**config.mk**
```make
export PLATFORM = sky130hd
export DESIGN_NAME = sdp_core
export DESIGN_NICKNAME = d
export VERILOG_FILES = /design/src/logic/sdp_pkg.sv /design/src/logic/sdp_core.sv
export VERILOG_INCLUDE_DIRS = /design/src /design/src/logic
export SDC_FILE = /design/constraint.sdc
export NUM_CORES = 1
export LEC_CHECK = 0
export BUFFER_PORTS_ARGS = -buffer_cell sky130_fd_sc_hd__buf_2
export CAP_MARGIN = 40
export CORE_ASPECT_RATIO = 0.9
export CORE_MARGIN = 4
export CORE_UTILIZATION = 25
export CTS_BUF_LIST = sky130_fd_sc_hd__clkbuf_16
export DETAILED_ROUTE_END_ITERATION = 12
export HOLD_SLACK_MARGIN = 0.02
export SLEW_MARGIN = 30
export SYNTH_ARGS = -nofsm -noshare
export SYNTH_HDL_FRONTEND = slang
export SYNTH_SLANG_ARGS = --single-unit
export TNS_END_PERCENT = 50
```
**constraint.sdc**
```tcl
create_clock -name clk_i -period 7.6 [get_ports clk_i]
set_clock_uncertainty 0.15 [all_clocks]
set_input_delay 1.9 -clock clk_i [delete_from_list [all_inputs] [get_ports clk_i]]
set_output_delay 1.9 -clock clk_i [all_outputs]
set_load 0.02 [all_outputs]
```
**src/logic/sdp_defs.svh**
```systemverilog
// offsets, field positions, reset values and timing counts of the supply diagnostic block
`ifndef SDP_DEFS_SVH
`define SDP_DEFS_SVH
`define SDP_CLK_HZ 25000000
`define SDP_TICK_MS 1
`define SDP_REFRESH_MS 50
`define SDP_STRETCH_MS 250
`define SDP_GLITCH_MS 1
`define SDP_WINDOW_MIN 2
`define SDP_MIN_MS 60000
`define SDP_CYC_PER_MS ((`SDP_CLK_HZ / 1000) * `SDP_TICK_MS)
`define SDP_TEMP_MIN (-45)
`define SDP_TEMP_MAX 150
`define SDP_OPH_MAX 262800
`define SDP_MIN_MAX 59
`define SDP_CNT_MAX 7200000
`define SDP_UPH_MAX 1000000
`define SDP_VIN_MAX 1130
`define SDP_VOUT_MAX 40
`define SDP_GOOD_PCT 90
`define SDP_DIP_PCT 90
`define SDP_RESERVE_PCT 105
`define SDP_LIFE_FULL 100
`define SDP_A_LIFE 8'h00
`define SDP_A_T_AIR 8'h01
`define SDP_A_T_AIR_MAX 8'h02
`define SDP_A_T_PRI 8'h03
`define SDP_A_T_PRI_MAX 8'h04
`define SDP_A_OP_HOURS 8'h05
`define SDP_A_OP_MIN 8'h06
`define SDP_A_TR_TOTAL 8'h07
`define SDP_A_TR_WINDOW 8'h08
`define SDP_A_VIN 8'h09
`define SDP_A_VOUT 8'h0a
`define SDP_A_TURN_ONS 8'h0b
`define SDP_A_UP_HOURS 8'h0c
`define SDP_A_UP_MIN 8'h0d
`define SDP_A_NVM_STATUS 8'h0e
`define SDP_A_SHUTDOWN 8'h0f
`define SDP_A_PARALLEL 8'h10
`define SDP_A_SETPOINT 8'h11
`define SDP_A_EVENTS 8'h12
`define SDP_NVM_GOOD 2'h0
`define SDP_NVM_RECOVER 2'h1
`define SDP_NVM_FATAL 2'h2
`define SDP_EV_GOOD 0
`define SDP_EV_DIP 1
`define SDP_EV_RESERVE 2
`define SDP_EV_OT_CAP 3
`define SDP_EV_OT_AIR 4
`define SDP_EV_N 5
`endif

```
**src/logic/sdp_pkg.sv**
```systemverilog
// types of the supply diagnostic block
`include "sdp_defs.svh"
package sdp_pkg;
	typedef enum logic [1:0] {
		SDP_DIP_IDLE = 2'b00,
		SDP_DIP_QUAL = 2'b01,
		SDP_DIP_HOLD = 2'b10
	} sdp_dip_state_type;
	typedef struct packed {
		logic signed [15:0] t_air;
		logic signed [15:0] t_pri;
		logic [15:0] vin;
		logic [15:0] vout;
		logic [15:0] setpoint;
		logic [15:0] iout_pct;
		logic reserve_active;
		logic ot_cap;
		logic ot_air;
		logic cap_hot;
	} sdp_meas_type;
	typedef struct packed {
		logic [31:0] hours;
		logic [5:0] minutes;
		logic [31:0] turn_ons;
		logic [31:0] tr_total;
		logic [1:0] status;
		logic [7:0] life;
	} sdp_nvm_type;
endpackage

```
**src/logic/sdp_core.sv**
```systemverilog
// supply diagnostic parameter bank with event generation
`include "sdp_defs.svh"
// Functional notes
// - lifetime percent only falls, faster when hot
// - airflow temperature signed, -45 to 150
// - airflow peak hold restarted each turn-on
// - primary temperature clamped -45 to 150
// - primary peak hold restarted each turn-on
// - operating hours persisted, capped 262800
// - operating minutes to 59, carry hours
// - transients lifetime and two-minute, capped
// - input voltage read-only, capped 1130
// - output voltage to 40, backfeed flag
// - turn-on counter persisted, capped 7200000
// - uptime hours since boot, capped 1000000
// - uptime minutes to 59, carry hours
// - memory status 0 good, 1, 2
// - shutdown 1 turns output off
// - parallel mode 0 single, 1 shared
// - output good at 90 percent setpoint
// - dip warning below 90 percent setpoint
// - dip warning stretched to 250 ms
// - dips under 1 ms ignored
// - reserve event above 105 percent current
// - separate capacitor and airflow overtemp events
// - parameter snapshot refreshed every 50 ms
module sdp_core
	import sdp_pkg::*;
#(
	parameter int unsigned CYC_PER_MS = `SDP_CYC_PER_MS,
	parameter int unsigned LIFE_MIN_NORMAL = 600,
	parameter int unsigned LIFE_MIN_HOT = 60
) (
	input wire logic clk_i,
	input wire logic rstn_i,
	input wire logic [7:0] addr_i,
	input wire logic [31:0] wdata_i,
	input wire logic wr_i,
	input wire logic rd_i,
	output logic [31:0] rdata_o,
	input wire sdp_meas_type meas_i,
	input wire sdp_nvm_type nvm_i,
	input wire logic transient_i,
	output sdp_nvm_type nvm_o,
	output logic shutdown_o,
	output logic parallel_o,
	output logic backfeed_o,
	output logic [`SDP_EV_N-1:0] event_o
);
	// refuse parameter values that the counters cannot hold
	if (CYC_PER_MS < 1 || CYC_PER_MS > 33554432) begin : g_bad_cyc
		$error("sdp_core: CYC_PER_MS must lie in 1 to 33554432");
	end
	if (LIFE_MIN_NORMAL < 1 || LIFE_MIN_NORMAL > 65535) begin : g_bad_life
		$error("sdp_core: LIFE_MIN_NORMAL must lie in 1 to 65535");
	end
	if (LIFE_MIN_HOT < 1 || LIFE_MIN_HOT > LIFE_MIN_NORMAL) begin : g_bad_hot
		$error("sdp_core: LIFE_MIN_HOT must lie in 1 to LIFE_MIN_NORMAL");
	end
	if (`SDP_STRETCH_MS > 255 || `SDP_GLITCH_MS > 254) begin : g_bad_dip
		$error("sdp_core: dip timing does not fit its counter");
	end
	function automatic logic signed [15:0] clamp_temp(input logic signed [15:0] t);
		if (t < 16'(`SDP_TEMP_MIN))
			return 16'(`SDP_TEMP_MIN);
		else if (t > 16'(`SDP_TEMP_MAX))
			return 16'(`SDP_TEMP_MAX);
		else
			return t;
	endfunction
	function automatic logic [15:0] cap_u16(input logic [15:0] v, input logic [15:0] m);
		return (v > m) ? m : v;
	endfunction
	function automatic logic [31:0] sat_inc(input logic [31:0] v, input logic [31:0] m);
		return (v >= m) ? m : v + 32'h1;
	endfunction
	// write strobe aimed at one register index
	function automatic logic wr_hit(input logic w, input logic [7:0] a, input logic [7:0] idx);
		return w && (a == idx);
	endfunction
	// minute field at its last value, carry into hours
	function automatic logic min_wrap(input logic [5:0] m);
		return m >= 6'(`SDP_MIN_MAX);
	endfunction
	// synchronise the transient pulse input
	logic tr_s1, tr_s2, tr_s3;
	always_ff @(posedge clk_i) begin
		if (!rstn_i) begin
			tr_s1 <= 1'b0;
			tr_s2 <= 1'b0;
			tr_s3 <= 1'b0;
		end else begin
			tr_s1 <= transient_i;
			tr_s2 <= tr_s1;
			tr_s3 <= tr_s2;
		end
	end
	// count rising edges only
	wire tr_pulse = tr_s2 & ~tr_s3;
	// millisecond, minute and refresh ticks
	localparam logic [15:0] MIN_LAST = 16'(`SDP_MIN_MS - 1);
	logic [24:0] ms_cnt;
	logic [15:0] min_ms;
	logic [5:0] ref_ms;
	logic [0:0] win_min;
	wire ms_tick = (ms_cnt == 25'(CYC_PER_MS - 1));
	wire min_tick = ms_tick && (min_ms == MIN_LAST);
	wire ref_tick = ms_tick && (ref_ms == 6'(`SDP_REFRESH_MS - 1));
	always_ff @(posedge clk_i) begin
		if (!rstn_i) begin
			ms_cnt <= 25'h0;
			min_ms <= 16'h0;
			ref_ms <= 6'h0;
			win_min <= 1'b0;
		end else begin
			ms_cnt <= ms_tick ? 25'h0 : ms_cnt + 25'h1;
			if (ms_tick) begin
				min_ms <= (min_ms == MIN_LAST) ? 16'h0 : min_ms + 16'h1;
				ref_ms <= (ref_ms == 6'(`SDP_REFRESH_MS - 1)) ? 6'h0 : ref_ms + 6'h1;
			end
			// two-minute window phase
			if (min_tick)
				win_min <= 1'(win_min + 1'b1);
		end
	end
	// snapshot of measurements, refreshed every 50 ms
	logic loaded;
	sdp_nvm_type nv;
	logic signed [15:0] t_air, t_pri, t_air_max, t_pri_max;
	logic [15:0] vin, vout, setpoint;
	logic [31:0] up_hours, tr_window, tr_acc;
	logic [5:0] up_min;
	logic [15:0] life_min;
	logic [7:0] life;
	// temperatures clamped to the reported range
	wire signed [15:0] air_c = clamp_temp(meas_i.t_air);
	wire signed [15:0] pri_c = clamp_temp(meas_i.t_pri);
	always_ff @(posedge clk_i) begin
		if (!rstn_i) begin
			t_air <= 16'h0;
			t_pri <= 16'h0;
			vin <= 16'h0;
			vout <= 16'h0;
			setpoint <= 16'h0;
			t_air_max <= 16'(`SDP_TEMP_MIN);
			t_pri_max <= 16'(`SDP_TEMP_MIN);
		end else if (ref_tick) begin
			t_air <= air_c;
			t_pri <= pri_c;
			vin <= cap_u16(meas_i.vin, 16'(`SDP_VIN_MAX));
			vout <= cap_u16(meas_i.vout, 16'(`SDP_VOUT_MAX));
			setpoint <= meas_i.setpoint;
			if (air_c > t_air_max)
				t_air_max <= air_c;
			if (pri_c > t_pri_max)
				t_pri_max <= pri_c;
		end
	end
	// counters kept in nonvolatile memory; loaded once after boot
	always_ff @(posedge clk_i) begin
		if (!rstn_i) begin
			loaded <= 1'b0;
			nv <= '0;
		end else if (!loaded) begin
			loaded <= 1'b1;
			nv <= nvm_i;
			nv.turn_ons <= sat_inc(nvm_i.turn_ons, 32'(`SDP_CNT_MAX));
			nv.status <= (nvm_i.status > `SDP_NVM_FATAL) ? `SDP_NVM_FATAL : nvm_i.status;
		end else begin
			if (tr_pulse)
				nv.tr_total <= sat_inc(nv.tr_total, 32'(`SDP_CNT_MAX));
			if (min_tick) begin
				if (min_wrap(nv.minutes)) begin
					nv.minutes <= 6'h0;
					nv.hours <= sat_inc(nv.hours, 32'(`SDP_OPH_MAX));
				end else
					nv.minutes <= nv.minutes + 6'h1;
			end
		end
	end
	// lifetime percent, one step per period of minutes
	wire [15:0] life_period = meas_i.cap_hot ? 16'(LIFE_MIN_HOT) : 16'(LIFE_MIN_NORMAL);
	always_ff @(posedge clk_i) begin
		if (!rstn_i) begin
			life <= 8'h0;
			life_min <= 16'h0;
		end else if (!loaded) begin
			life <= nvm_i.life;
			life_min <= 16'h0;
		end else if (min_tick) begin
			if (life_min + 16'h1 >= life_period) begin
				life_min <= 16'h0;
				if (life != 8'h0)
					life <= life - 8'h1;
			end else
				life_min <= life_min + 16'h1;
		end
	end
	// image written back to nonvolatile memory
	always_ff @(posedge clk_i) begin
		if (!rstn_i)
			nvm_o <= '0;
		else begin
			nvm_o <= nv;
			nvm_o.life <= life;
		end
	end
	// uptime since boot
	always_ff @(posedge clk_i) begin
		if (!rstn_i) begin
			up_hours <= 32'h0;
			up_min <= 6'h0;
		end else if (min_tick) begin
			if (min_wrap(up_min)) begin
				up_min <= 6'h0;
				up_hours <= sat_inc(up_hours, 32'(`SDP_UPH_MAX));
			end else
				up_min <= up_min + 6'h1;
		end
	end
	// transients over the last completed two-minute window
	always_ff @(posedge clk_i) begin
		if (!rstn_i) begin
			tr_acc <= 32'h0;
			tr_window <= 32'h0;
		end else if (min_tick && win_min == 1'b1) begin
			tr_window <= tr_acc;
			tr_acc <= tr_pulse ? 32'h1 : 32'h0;
		end else if (tr_pulse)
			tr_acc <= sat_inc(tr_acc, 32'(`SDP_CNT_MAX));
	end
	// writable controls
	always_ff @(posedge clk_i) begin
		if (!rstn_i) begin
			shutdown_o <= 1'b0;
			parallel_o <= 1'b0;
		end else begin
			if (wr_hit(wr_i, addr_i, `SDP_A_SHUTDOWN))
				shutdown_o <= wdata_i[0];
			if (wr_hit(wr_i, addr_i, `SDP_A_PARALLEL))
				parallel_o <= wdata_i[0];
		end
	end
	// event conditions
	wire [31:0] vout_pct = 32'(meas_i.vout) * 32'd100;
	wire [31:0] good_lim = 32'(meas_i.setpoint) * 32'(`SDP_GOOD_PCT);
	wire [31:0] dip_lim = 32'(meas_i.setpoint) * 32'(`SDP_DIP_PCT);
	wire good_cond = vout_pct >= good_lim;
	wire dip_raw = vout_pct < dip_lim;
	// output above setpoint means a back-feeding load
	always_ff @(posedge clk_i) begin
		if (!rstn_i)
			backfeed_o <= 1'b0;
		else
			backfeed_o <= meas_i.vout > meas_i.setpoint;
	end
	// dip qualification and stretching
	sdp_dip_state_type dip_st;
	logic [7:0] dip_ms;
	logic dip_warn;
	always_ff @(posedge clk_i) begin
		if (!rstn_i) begin
			dip_st <= SDP_DIP_IDLE;
			dip_ms <= 8'h0;
		end else begin
			case (dip_st)
				SDP_DIP_IDLE: begin
					dip_ms <= 8'h0;
					if (dip_raw)
						dip_st <= SDP_DIP_QUAL;
				end
				// dip must outlast the glitch filter
				SDP_DIP_QUAL: begin
					if (!dip_raw)
						dip_st <= SDP_DIP_IDLE;
					else if (ms_tick) begin
						if (dip_ms + 8'h1 >= 8'(`SDP_GLITCH_MS + 1)) begin
							dip_st <= SDP_DIP_HOLD;
							dip_ms <= 8'h0;
						end else
							dip_ms <= dip_ms + 8'h1;
					end
				end
				// hold the warning for the stretch time
				SDP_DIP_HOLD: begin
					if (ms_tick && dip_ms < 8'(`SDP_STRETCH_MS))
						dip_ms <= dip_ms + 8'h1;
					if (dip_ms >= 8'(`SDP_STRETCH_MS) && !dip_raw)
						dip_st <= SDP_DIP_IDLE;
				end
				default: dip_st <= SDP_DIP_IDLE;
			endcase
		end
	end
	assign dip_warn = (dip_st == SDP_DIP_HOLD);
	// conditions that raise events
	wire reserve_cond = meas_i.reserve_active && meas_i.iout_pct > 16'(`SDP_RESERVE_PCT);
	wire [`SDP_EV_N-1:0] ev_cond = {meas_i.ot_air, meas_i.ot_cap, reserve_cond, dip_warn, good_cond};
	// one edge detector per event bit
	logic [`SDP_EV_N-1:0] ev_prev;
	for (genvar gi = 0; gi < `SDP_EV_N; gi++) begin : g_event
		always_ff @(posedge clk_i) begin
			if (!rstn_i) begin
				ev_prev[gi] <= 1'b0;
				event_o[gi] <= 1'b0;
			end else begin
				ev_prev[gi] <= ev_cond[gi];
				event_o[gi] <= ev_cond[gi] & ~ev_prev[gi];
			end
		end
	end
	// register read port
	// read data stand one cycle, zero otherwise
	always_ff @(posedge clk_i) begin
		if (!rstn_i)
			rdata_o <= 32'h0;
		else if (rd_i) begin
			case (addr_i)
				`SDP_A_LIFE: rdata_o <= 32'(life);
				`SDP_A_T_AIR: rdata_o <= 32'(signed'(t_air));
				`SDP_A_T_AIR_MAX: rdata_o <= 32'(signed'(t_air_max));
				`SDP_A_T_PRI: rdata_o <= 32'(signed'(t_pri));
				`SDP_A_T_PRI_MAX: rdata_o <= 32'(signed'(t_pri_max));
				`SDP_A_OP_HOURS: rdata_o <= nv.hours;
				`SDP_A_OP_MIN: rdata_o <= 32'(nv.minutes);
				`SDP_A_TR_TOTAL: rdata_o <= nv.tr_total;
				`SDP_A_TR_WINDOW: rdata_o <= tr_window;
				`SDP_A_VIN: rdata_o <= 32'(vin);
				`SDP_A_VOUT: rdata_o <= 32'(vout);
				`SDP_A_TURN_ONS: rdata_o <= nv.turn_ons;
				`SDP_A_UP_HOURS: rdata_o <= up_hours;
				`SDP_A_UP_MIN: rdata_o <= 32'(up_min);
				`SDP_A_NVM_STATUS: rdata_o <= 32'(nv.status);
				`SDP_A_SHUTDOWN: rdata_o <= 32'(shutdown_o);
				`SDP_A_PARALLEL: rdata_o <= 32'(parallel_o);
				`SDP_A_SETPOINT: rdata_o <= 32'(setpoint);
				`SDP_A_EVENTS: rdata_o <= 32'({ev_cond, backfeed_o});
				default: rdata_o <= 32'h0;
			endcase
		end else
			rdata_o <= 32'h0;
	end
endmodule

```
After elaboration in Yosys (flattened, before gate mapping). Index checks and enable logic that the tools add are counted.

Register bits: 561. Output and inout port bits: 152. Logic and storage cells: 203.

$add $sub $neg: 14. $mul: 2. $lt $le $gt $ge: 24. Equal/unequal tests: 35. Multiplexer cells: 43. Bitwise operators: 13. Reductions and logical operators: 24.

Operators by type and width (count): $pmux 32 s19 (1); $mux 32 (10); $add 32x1->32 const B (5); $mux 16 (8); $ge 32x23->1 const B (3); $mux 38 (2); $eq 8x4->1 const B (8); $mux 8 (8); $gt 16x16->1 (3); $add 16x1->16 const B (2); $eq 8x3->1 const B (4); $ge 32x19->1 const B (1); $ge 32x20->1 const B (1); $gt 16x9->1 const B (2); $lt 16x7->1 const B (2); $add 25x1->25 const B (1); $eq 25x15->1 const B (1); $eq 8x5->1 const B (3); $pmux 8 s3 (1); $ge 23x23->1 (1); $lt 23x23->1 (1); $mul 16x6->22 const B (1); $mul 16x5->21 const B (1); $add 6x1->6 const B (3); other kinds (39) (82).

Logic depth before layout (Yosys ltp). Gate-level depths: netlist (run 1).

Depth after elaboration: 6. Mapped depth: 25. Mapped depth without buffers: 24.

Worst setup path after synthesis (run 1). No wires, ideal clock.

Path type: input to register. Start: input meas_i[24] (netlist bit). End: register dip_st[1]. Library setup time: 116 ps. Data arrival time: 6783 ps. Required time: 7334 ps. Slack: 551 ps. Stages on the path: 23. Path through: ha_1 -> inv_1 -> fa_1 -> fa_1 -> inv_1 -> ha_1 -> o21ai_0 -> o21ai_0 -> a31oi_1 -> o21ai_1 -> a2111oi_0 -> nor2_1 -> a21oi_1 -> xor2_1 -> ha_1 -> nand4_1 -> nor3_1 -> o211ai_1 -> a311oi_1 -> nand2_1 -> o211ai_1 -> nor2_1 -> a31o_2.

Longest elaborated chain between the ends: 6. Elaborated cells on any way between the ends: 11. Those cells by class: 1 x mul; 1 x order compare; 4 x eq/ne; 2 x mux; 3 x reduce/logical.

Ends and longest elaborated chain: start: declaration (RTL line sdp_core.sv:41) `input wire sdp_meas_type meas_i,`; $mul 16x6->22 * (RTL line sdp_core.sv:247) `` wire [31:0] dip_lim = 32'(meas_i.setpoint) * 32'(`SDP_DIP_PCT); ``; $lt 23x23->1 * (RTL line sdp_core.sv:249) `wire dip_raw = vout_pct < dip_lim;`; $logic_not 1->1 (RTL line sdp_core.sv:288) `` if (dip_ms >= 8'(`SDP_STRETCH_MS) && !dip_raw) ``; $logic_and 1x1->1 (RTL line sdp_core.sv:288); $ne 2x1->1 (no source line); $reduce_and 4->1 (no source line); end signal: assignment (RTL line sdp_core.sv:278) `dip_st <= SDP_DIP_HOLD;`; end signal: assignment (RTL line sdp_core.sv:289) `dip_st <= SDP_DIP_IDLE;`; end signal: assignment (RTL line sdp_core.sv:291) `default: dip_st <= SDP_DIP_IDLE;`; end: declaration (RTL line sdp_core.sv:258) `sdp_dip_state_type dip_st;`.

Every way passes the cells marked *; elsewhere a longest branch is shown, timed or not. A chain may end at the register's enable or synchronous reset.

Worst setup path in the final report (run 1).
Start: input meas_i[23] (netlist bit). End: register dip_st[0].

The elaborated chain is that of the path after synthesis.

==> reports/qor.csv, run 1 <==
metric;value;unit
outcome;finished, final reports clean;
Worst path slowest cell;fa_1;
crit path time final;7.13;ns
hold_buf cts;0;
initial antenna violation count;5;
post-route cell area;0.0350;sq mm
vias in the first global route;24900;
CTS Root Cell;clkbuf_16;
Startpoint Class;input port;
DIE HEIGHT;332;microns
Synth area leaders;dfxtp_1, ha_1, nand2_1;
worst slew pin tran;0.955;ns
layout cell share with drive strength beyond 1;0.157;
max cap viols;0;
First DRT Iteration DRCs;2807;
CP Max Fanout;4;
Via-to-Cell Ratio;4.99;
synth unique cells;87;
fill count;12300;
CTS tree;built;
DP Area;0.0329;sq mm
Placed Instances;5270;
Clock Latency Late Sink;0.62;ns
final weighted congestion in routability-driven placement;0.906;
Port Buffers;376;
final hold violation count;0;
I/O Pins;409;
crit path DAT;7.50;ns
Post-synth ARST share;0;
clock buffer depth;3;
area share of the largest cell type after synthesis;0.385;
maximum number of pins on one net before global-route repair;78;
RSZ-0062 raised after global routing;false;
# rows;118;
worst vdd ir;0.000137;V
Worst path depth;26;
Core ar.;0.115;sq mm
leakage;14.8;nW
most frequent cells in the layout;dfxtp_1, buf_2, nand2_1, nor2_1, a21oi_1;
die area;0.122;sq mm
DRT Pass-1 Iters;6;
final antenna-violating net count;0;
total track usage;0.171;
Clk pin slew, worst setup/hold paths;0.05;ns
Layout area overhead;20.1;%
# H-tree levels;3;
Hold Path Cell Cnt;1;
largest area contributor in the netlist;dfxtp_1;
critical path type;input port to flip-flop;
post-synth net total;3943;
die width;368;microns
DPL Wire Length;85.6;mm
Post-synth top flop;dfxtp_1;
Clock Sinks;561;
number of flops mapped to enable cells by yosys;0;
WL final;110;mm
# Post-CTS Setup Buffers;0;
Fmax;0.140;GHz
average size of a mapped cell;8.46;sq um
first-pass GRT wire length;160;mm
most common library cell in the layout ignoring fill and taps;dfxtp_1;
total negative slack;0;ns
TritonCTS Buffers;67;
mean routed wirelength per cell;20.3;microns
worst min-delay path class;flip-flop to flip-flop;
Worst Reg-to-Reg Cells;12;
post-synthesis cell area;0.0291;sq mm
Seq cells post-synth;561;
diodes inserted;0;
Yosys warning count;0;
Req. time, crit path;7.98;ns
DRC Markers;0;
Final setup violation count;0;
global route overflow;0;
Critical Path End Type;flip-flop;
cell area power density;223;mW/mm^2
Hold Slack;0.226;ns
final std cells w/o fill;5390;
crit-path max cell delay;0.55;ns
sequential area share after synthesis;0.385;
starting density of the core;0.252;
CP Buf/Inv Count;6;
Max Slew Vio Count;0;
post-synthesis cell count;3446;
fin nets;4282;
Max transition margin;0.361;
PostCTS Resize Cnt;0;
Crit path max-delay family;compound AO/OA/AOI/OAI gates;
Tcrit/Tclk final;0.938;
Via Count;26900;
## registers in the layout (all words and copies together) (netlist names), 25 cells and up
register / cells
nvm_o: 112
rdata_o: 32
ms_cnt: 25
up_hours: 32
tr_acc: 32
nv: 104
tr_window: 32
## area by class of cell
class                   count  area [sq um]  share of cell area
well taps                1560          1950              0.0558
clock buffers              67          1680              0.0479
flip-flops and latches    561         11200               0.321
clock inverters            47           418              0.0119
multi-input cells        2493         16500               0.470
repair buffers            446          2450              0.0700
inverters                 216           816              0.0233
## worst reg2reg max path: cells and delay by family, from the launching register on
| family | cells | cell delay, ns |
|---|---|---|
| buf+inv | 3 | 0.99 |
| compound gates | 4 | 1.27 |
| flops | 1 | 0.35 |
| simple gates | 4 | 1.21 |
| fa+ha+maj | 1 | 0.19 |
## final timing paths
check                  start       endpoint  slack, ns
setup / recovery  meas_i[23]      dip_st[0]       0.47
hold / removal    ev_prev[4]     event_o[4]       0.23
setup reg to reg   ms_cnt[0]  t_pri_max[14]       3.39
hold reg to reg   ev_prev[4]     event_o[4]       0.23
## routing by layer
layer | GRT usage | up-vias | wire length [microns]
met4 | 0.0380 | 2 | 2290
met3 | 0.0577 | 125 | 11600
met5 | 0 | - | 17
li1 | - | 12800 | -
met2 | 0.247 | 1085 | 44900
met1 | 0.244 | 12900 | 50900
## cell usage after synthesis, types with 13 or more instances
cell / instances
a31oi_1: 50
xnor2_1: 57
mux2i_1: 39
a21o_1: 37
nand2_1: 343
o211ai_1: 13
a21oi_1: 256
xor2_1: 78
and2_1: 129
nand3_1: 100
nand4_1: 55
ha_1: 203
fa_1: 37
nand2b_1: 21
or3_1: 28
o21a_1: 16
dfxtp_1: 561
a22o_1: 33
nor4_1: 35
and4_1: 19
nor3_1: 61
inv_1: 214
and3_1: 66
a22oi_1: 66
nor2_1: 328
nor2b_1: 22
a221oi_1: 21
a211oi_1: 19
o21ai_0: 149
a222oi_1: 24
buf_2: 15
clkbuf_1: 151
## report_power, final
group	total (mW)	switching (mW)	internal, mW
Sequential	3.10	0.0932	3.01
Combinational	1.58	0.902	0.679
Clock	3.13	1.36	1.76
## kinds of logic after synthesis
family                   share of synthesized area
buffers and inverters                       0.0511
adder cells (fa/ha/maj)                      0.113
flip-flops                                   0.385
XOR/XNOR                                    0.0406
AND/OR/NAND/NOR                              0.216
AO/OA/AOI/OAI                                0.176
multiplexers                                0.0184
## through the flow
step | util | total power [mW] | setup WS [ns]
after floorplan | - | 4.18 | 0.551
after global placement | 0.284 | 4.72 | -0.0614
after detailed placement | 0.285 | 4.74 | -0.136
after CTS | 0.303 | 7.89 | 0.487
after global routing | 0.303 | 8.22 | 0.0410
final | 0.303 | 7.81 | 0.473
Note: power is estimated with default switching activity, not from simulation.
==> run 2: changes to the inputs <==
--- a/config.mk
+++ b/config.mk
@@ -10,7 +10,7 @@
 export CAP_MARGIN = 40
 export CORE_ASPECT_RATIO = 0.9
 export CORE_MARGIN = 4
-export CORE_UTILIZATION = 25
+export CORE_UTILIZATION = 40
 export CTS_BUF_LIST = sky130_fd_sc_hd__clkbuf_16
 export DETAILED_ROUTE_END_ITERATION = 12
 export HOLD_SLACK_MARGIN = 0.02
==> reports/qor.csv, run 2 (synthesis results as in run 1) <==
metric;value;unit;change
Worst Reg-to-Reg Cells;11;;-1
most frequent cells in the layout;dfxtp_1, buf_2, nand2_1, nor2_1, a21oi_1;;
CP Max Fanout;7;;+3
initial antenna violation count;3;;-2
leakage;14.7;nW;-0.42%
die width;293;microns;-20%
Core ar.;0.0719;sq mm;-38%
global route overflow;0;;unchanged
Top reg by flops;nvm_o;;
vias in the first global route;24700;;-0.44%
Worst path slowest cell;o31ai_2;;
total track usage;0.241;;+0.0704
fin nets;4264;;-0.42%
Top Registers;nvm_o x112, nv x104;;
WL final;97.6;mm;-11%
max reg flops;112;;unchanged
pre-CTS setup slack;0.00813;ns;+0.144 ns
DPL Wire Length;74.1;mm;-13%
Max Slew Vio Count;0;;unchanged
worst vdd ir;0.000162;V;+18%
die area;0.0772;sq mm;-37%
# rows;93;;-21%
first-pass GRT wire length;148;mm;-7.6%
Port Buffers;376;;unchanged
Crit path top cell by count;ha_1;;
layout cell share with drive strength beyond 1;0.155;;-0.00190
Via Count;26300;;-2.2%
clock buffer depth;3;;unchanged
reg2reg setup slack;3.62;ns;+0.23 ns
Req. time, crit path;7.93;ns;-0.05 ns
DRT Pass-1 Iters;10;;+4
final core utilization;0.476;;+0.173
First DRT Iteration DRCs;2336;;-17%
mean routed wirelength per cell;20.5;microns;+0.50%
cell area power density;230;mW/mm^2;+2.9%
Clk pin slew, worst setup/hold paths;0.06;ns;about the same
Hold Path Cell Cnt;1;;unchanged
fill count;7140;;-42%
I/O Pins;409;;unchanged
Critical Path End Type;flip-flop;;
critical path type;input port to flip-flop;;
Hold Slack;0.185;ns;-0.0418 ns
Layout area overhead;17.4;%;
worst slew pin tran;0.798;ns;-0.157 ns
Startpoint Class;input port;;
maximum number of pins on one net before global-route repair;80;;+2.6%
TritonCTS Buffers;61;;-9.0%
PostCTS Resize Cnt;0;;unchanged
RSZ-0062 raised after global routing;false;;
# H-tree levels;2;;-1
final weighted congestion in routability-driven placement;0.894;;-1.4%
CTS Root Cell;clkbuf_16;;
Final setup violation count;0;;unchanged
DIE HEIGHT;264;microns;-20%
final antenna-violating net count;0;;unchanged
FF+latch area;0.0112;sq mm;about the same
max cap viols;0;;unchanged
min setup slack post-route;0.622;ns;+0.148 ns
worst min-delay path class;flip-flop to flip-flop;;
final hold violation count;0;;unchanged
DRC Markers;0;;unchanged
Tcrit/Tclk final;0.918;;-0.0195
crit-path max cell delay;0.56;ns;about the same
Fmax;0.143;GHz;+2.1%
CTS tree;built;;
area of the multi-input gates;0.0164;sq mm;-0.11%
crit path DAT;7.30;ns;-0.20 ns
hold_buf cts;0;;unchanged
starting density of the core;0.405;;+0.153
most common library cell in the layout ignoring fill and taps;dfxtp_1;;
total negative slack;0;ns;unchanged
crit path time final;6.98;ns;-0.148 ns
Max transition margin;0.468;;+0.107
outcome;finished, final reports clean;;
Clock Sinks;561;;unchanged
# Post-CTS Setup Buffers;0;;unchanged
Via-to-Cell Ratio;5.52;;+10%
Clock Latency Late Sink;0.66;ns;+0.04 ns
## run 2: cell types whose count changed in the layout (fill, tap and decap cells not counted), moves of 3 or more
cell / before / now
buf_2: 379 / 375
buf_6: 5 / 2
clkinvlp_4: 2 / 7
clkbuf_16: 67 / 61
inv_1: 227 / 220
buf_4: 60 / 55
bufinv_16: 4 / 13
## run 2: metal layers
| layer | part of all wire | routed length [microns] | track usage |
|---|---|---|---|
| met4 | 0.017 | 1700 | 0.0472 |
| met5 | 0.00013 | 13 | 0 |
| met1 | 0.47 | 45600 | 0.352 |
| met3 | 0.076 | 7370 | 0.0391 |
| met2 | 0.44 | 42900 | 0.379 |
## run 2: critical path: cells and delay by family
family,cells,cell delay [ns]
xor+xnor,1,0.17
simple gates,4,0.28
buf+inv,5,0.65
fa+ha+maj,5,1.80
compound gates,9,2.28
mux,1,0.19
## run 2: path summary, 6_finish.rpt
| check | from | to |
|---|---|---|
| max reg2reg | ms_cnt[0] | vout[1] |
| min | ev_prev[3] | event_o[3] |
| max | meas_i[23] | dip_ms[6] |
| min reg2reg | ev_prev[3] | event_o[3] |
## run 2: cell type report
class,count,area share
Inverter,216,0.0238
Sequential cell,561,0.328
Antenna cell,2,0.000146
Clock buffer,61,0.0446
Multi-Input combinational cell,2493,0.481
Timing Repair Buffer,434,0.0679
Clock inverter,54,0.0199
Tap cell,950,0.0347
## run 2: per-stage QoR
step,instance area [sq um],power (mW),std cells
2_1_floorplan,29100,4.18,3446
3_3_place_gp,31900,4.66,4647
3_5_place_dp,32000,4.68,4652
4_1_cts,34200,7.91,4767
5_1_grt,34200,8.23,4770
6_report,34200,7.85,4771
## run 2: power by group
| part | total [mW] | leakage, nW | internal [mW] | switching, mW |
|---|---|---|---|---|
| Sequential | 3.09 | 4.55 | 3.01 | 0.0776 |
| Combinational | 1.53 | 9.08 | 0.649 | 0.885 |
| Clock | 3.23 | 1.08 | 1.92 | 1.31 |
| Total | 7.85 | 14.7 | 5.58 | 2.28 |
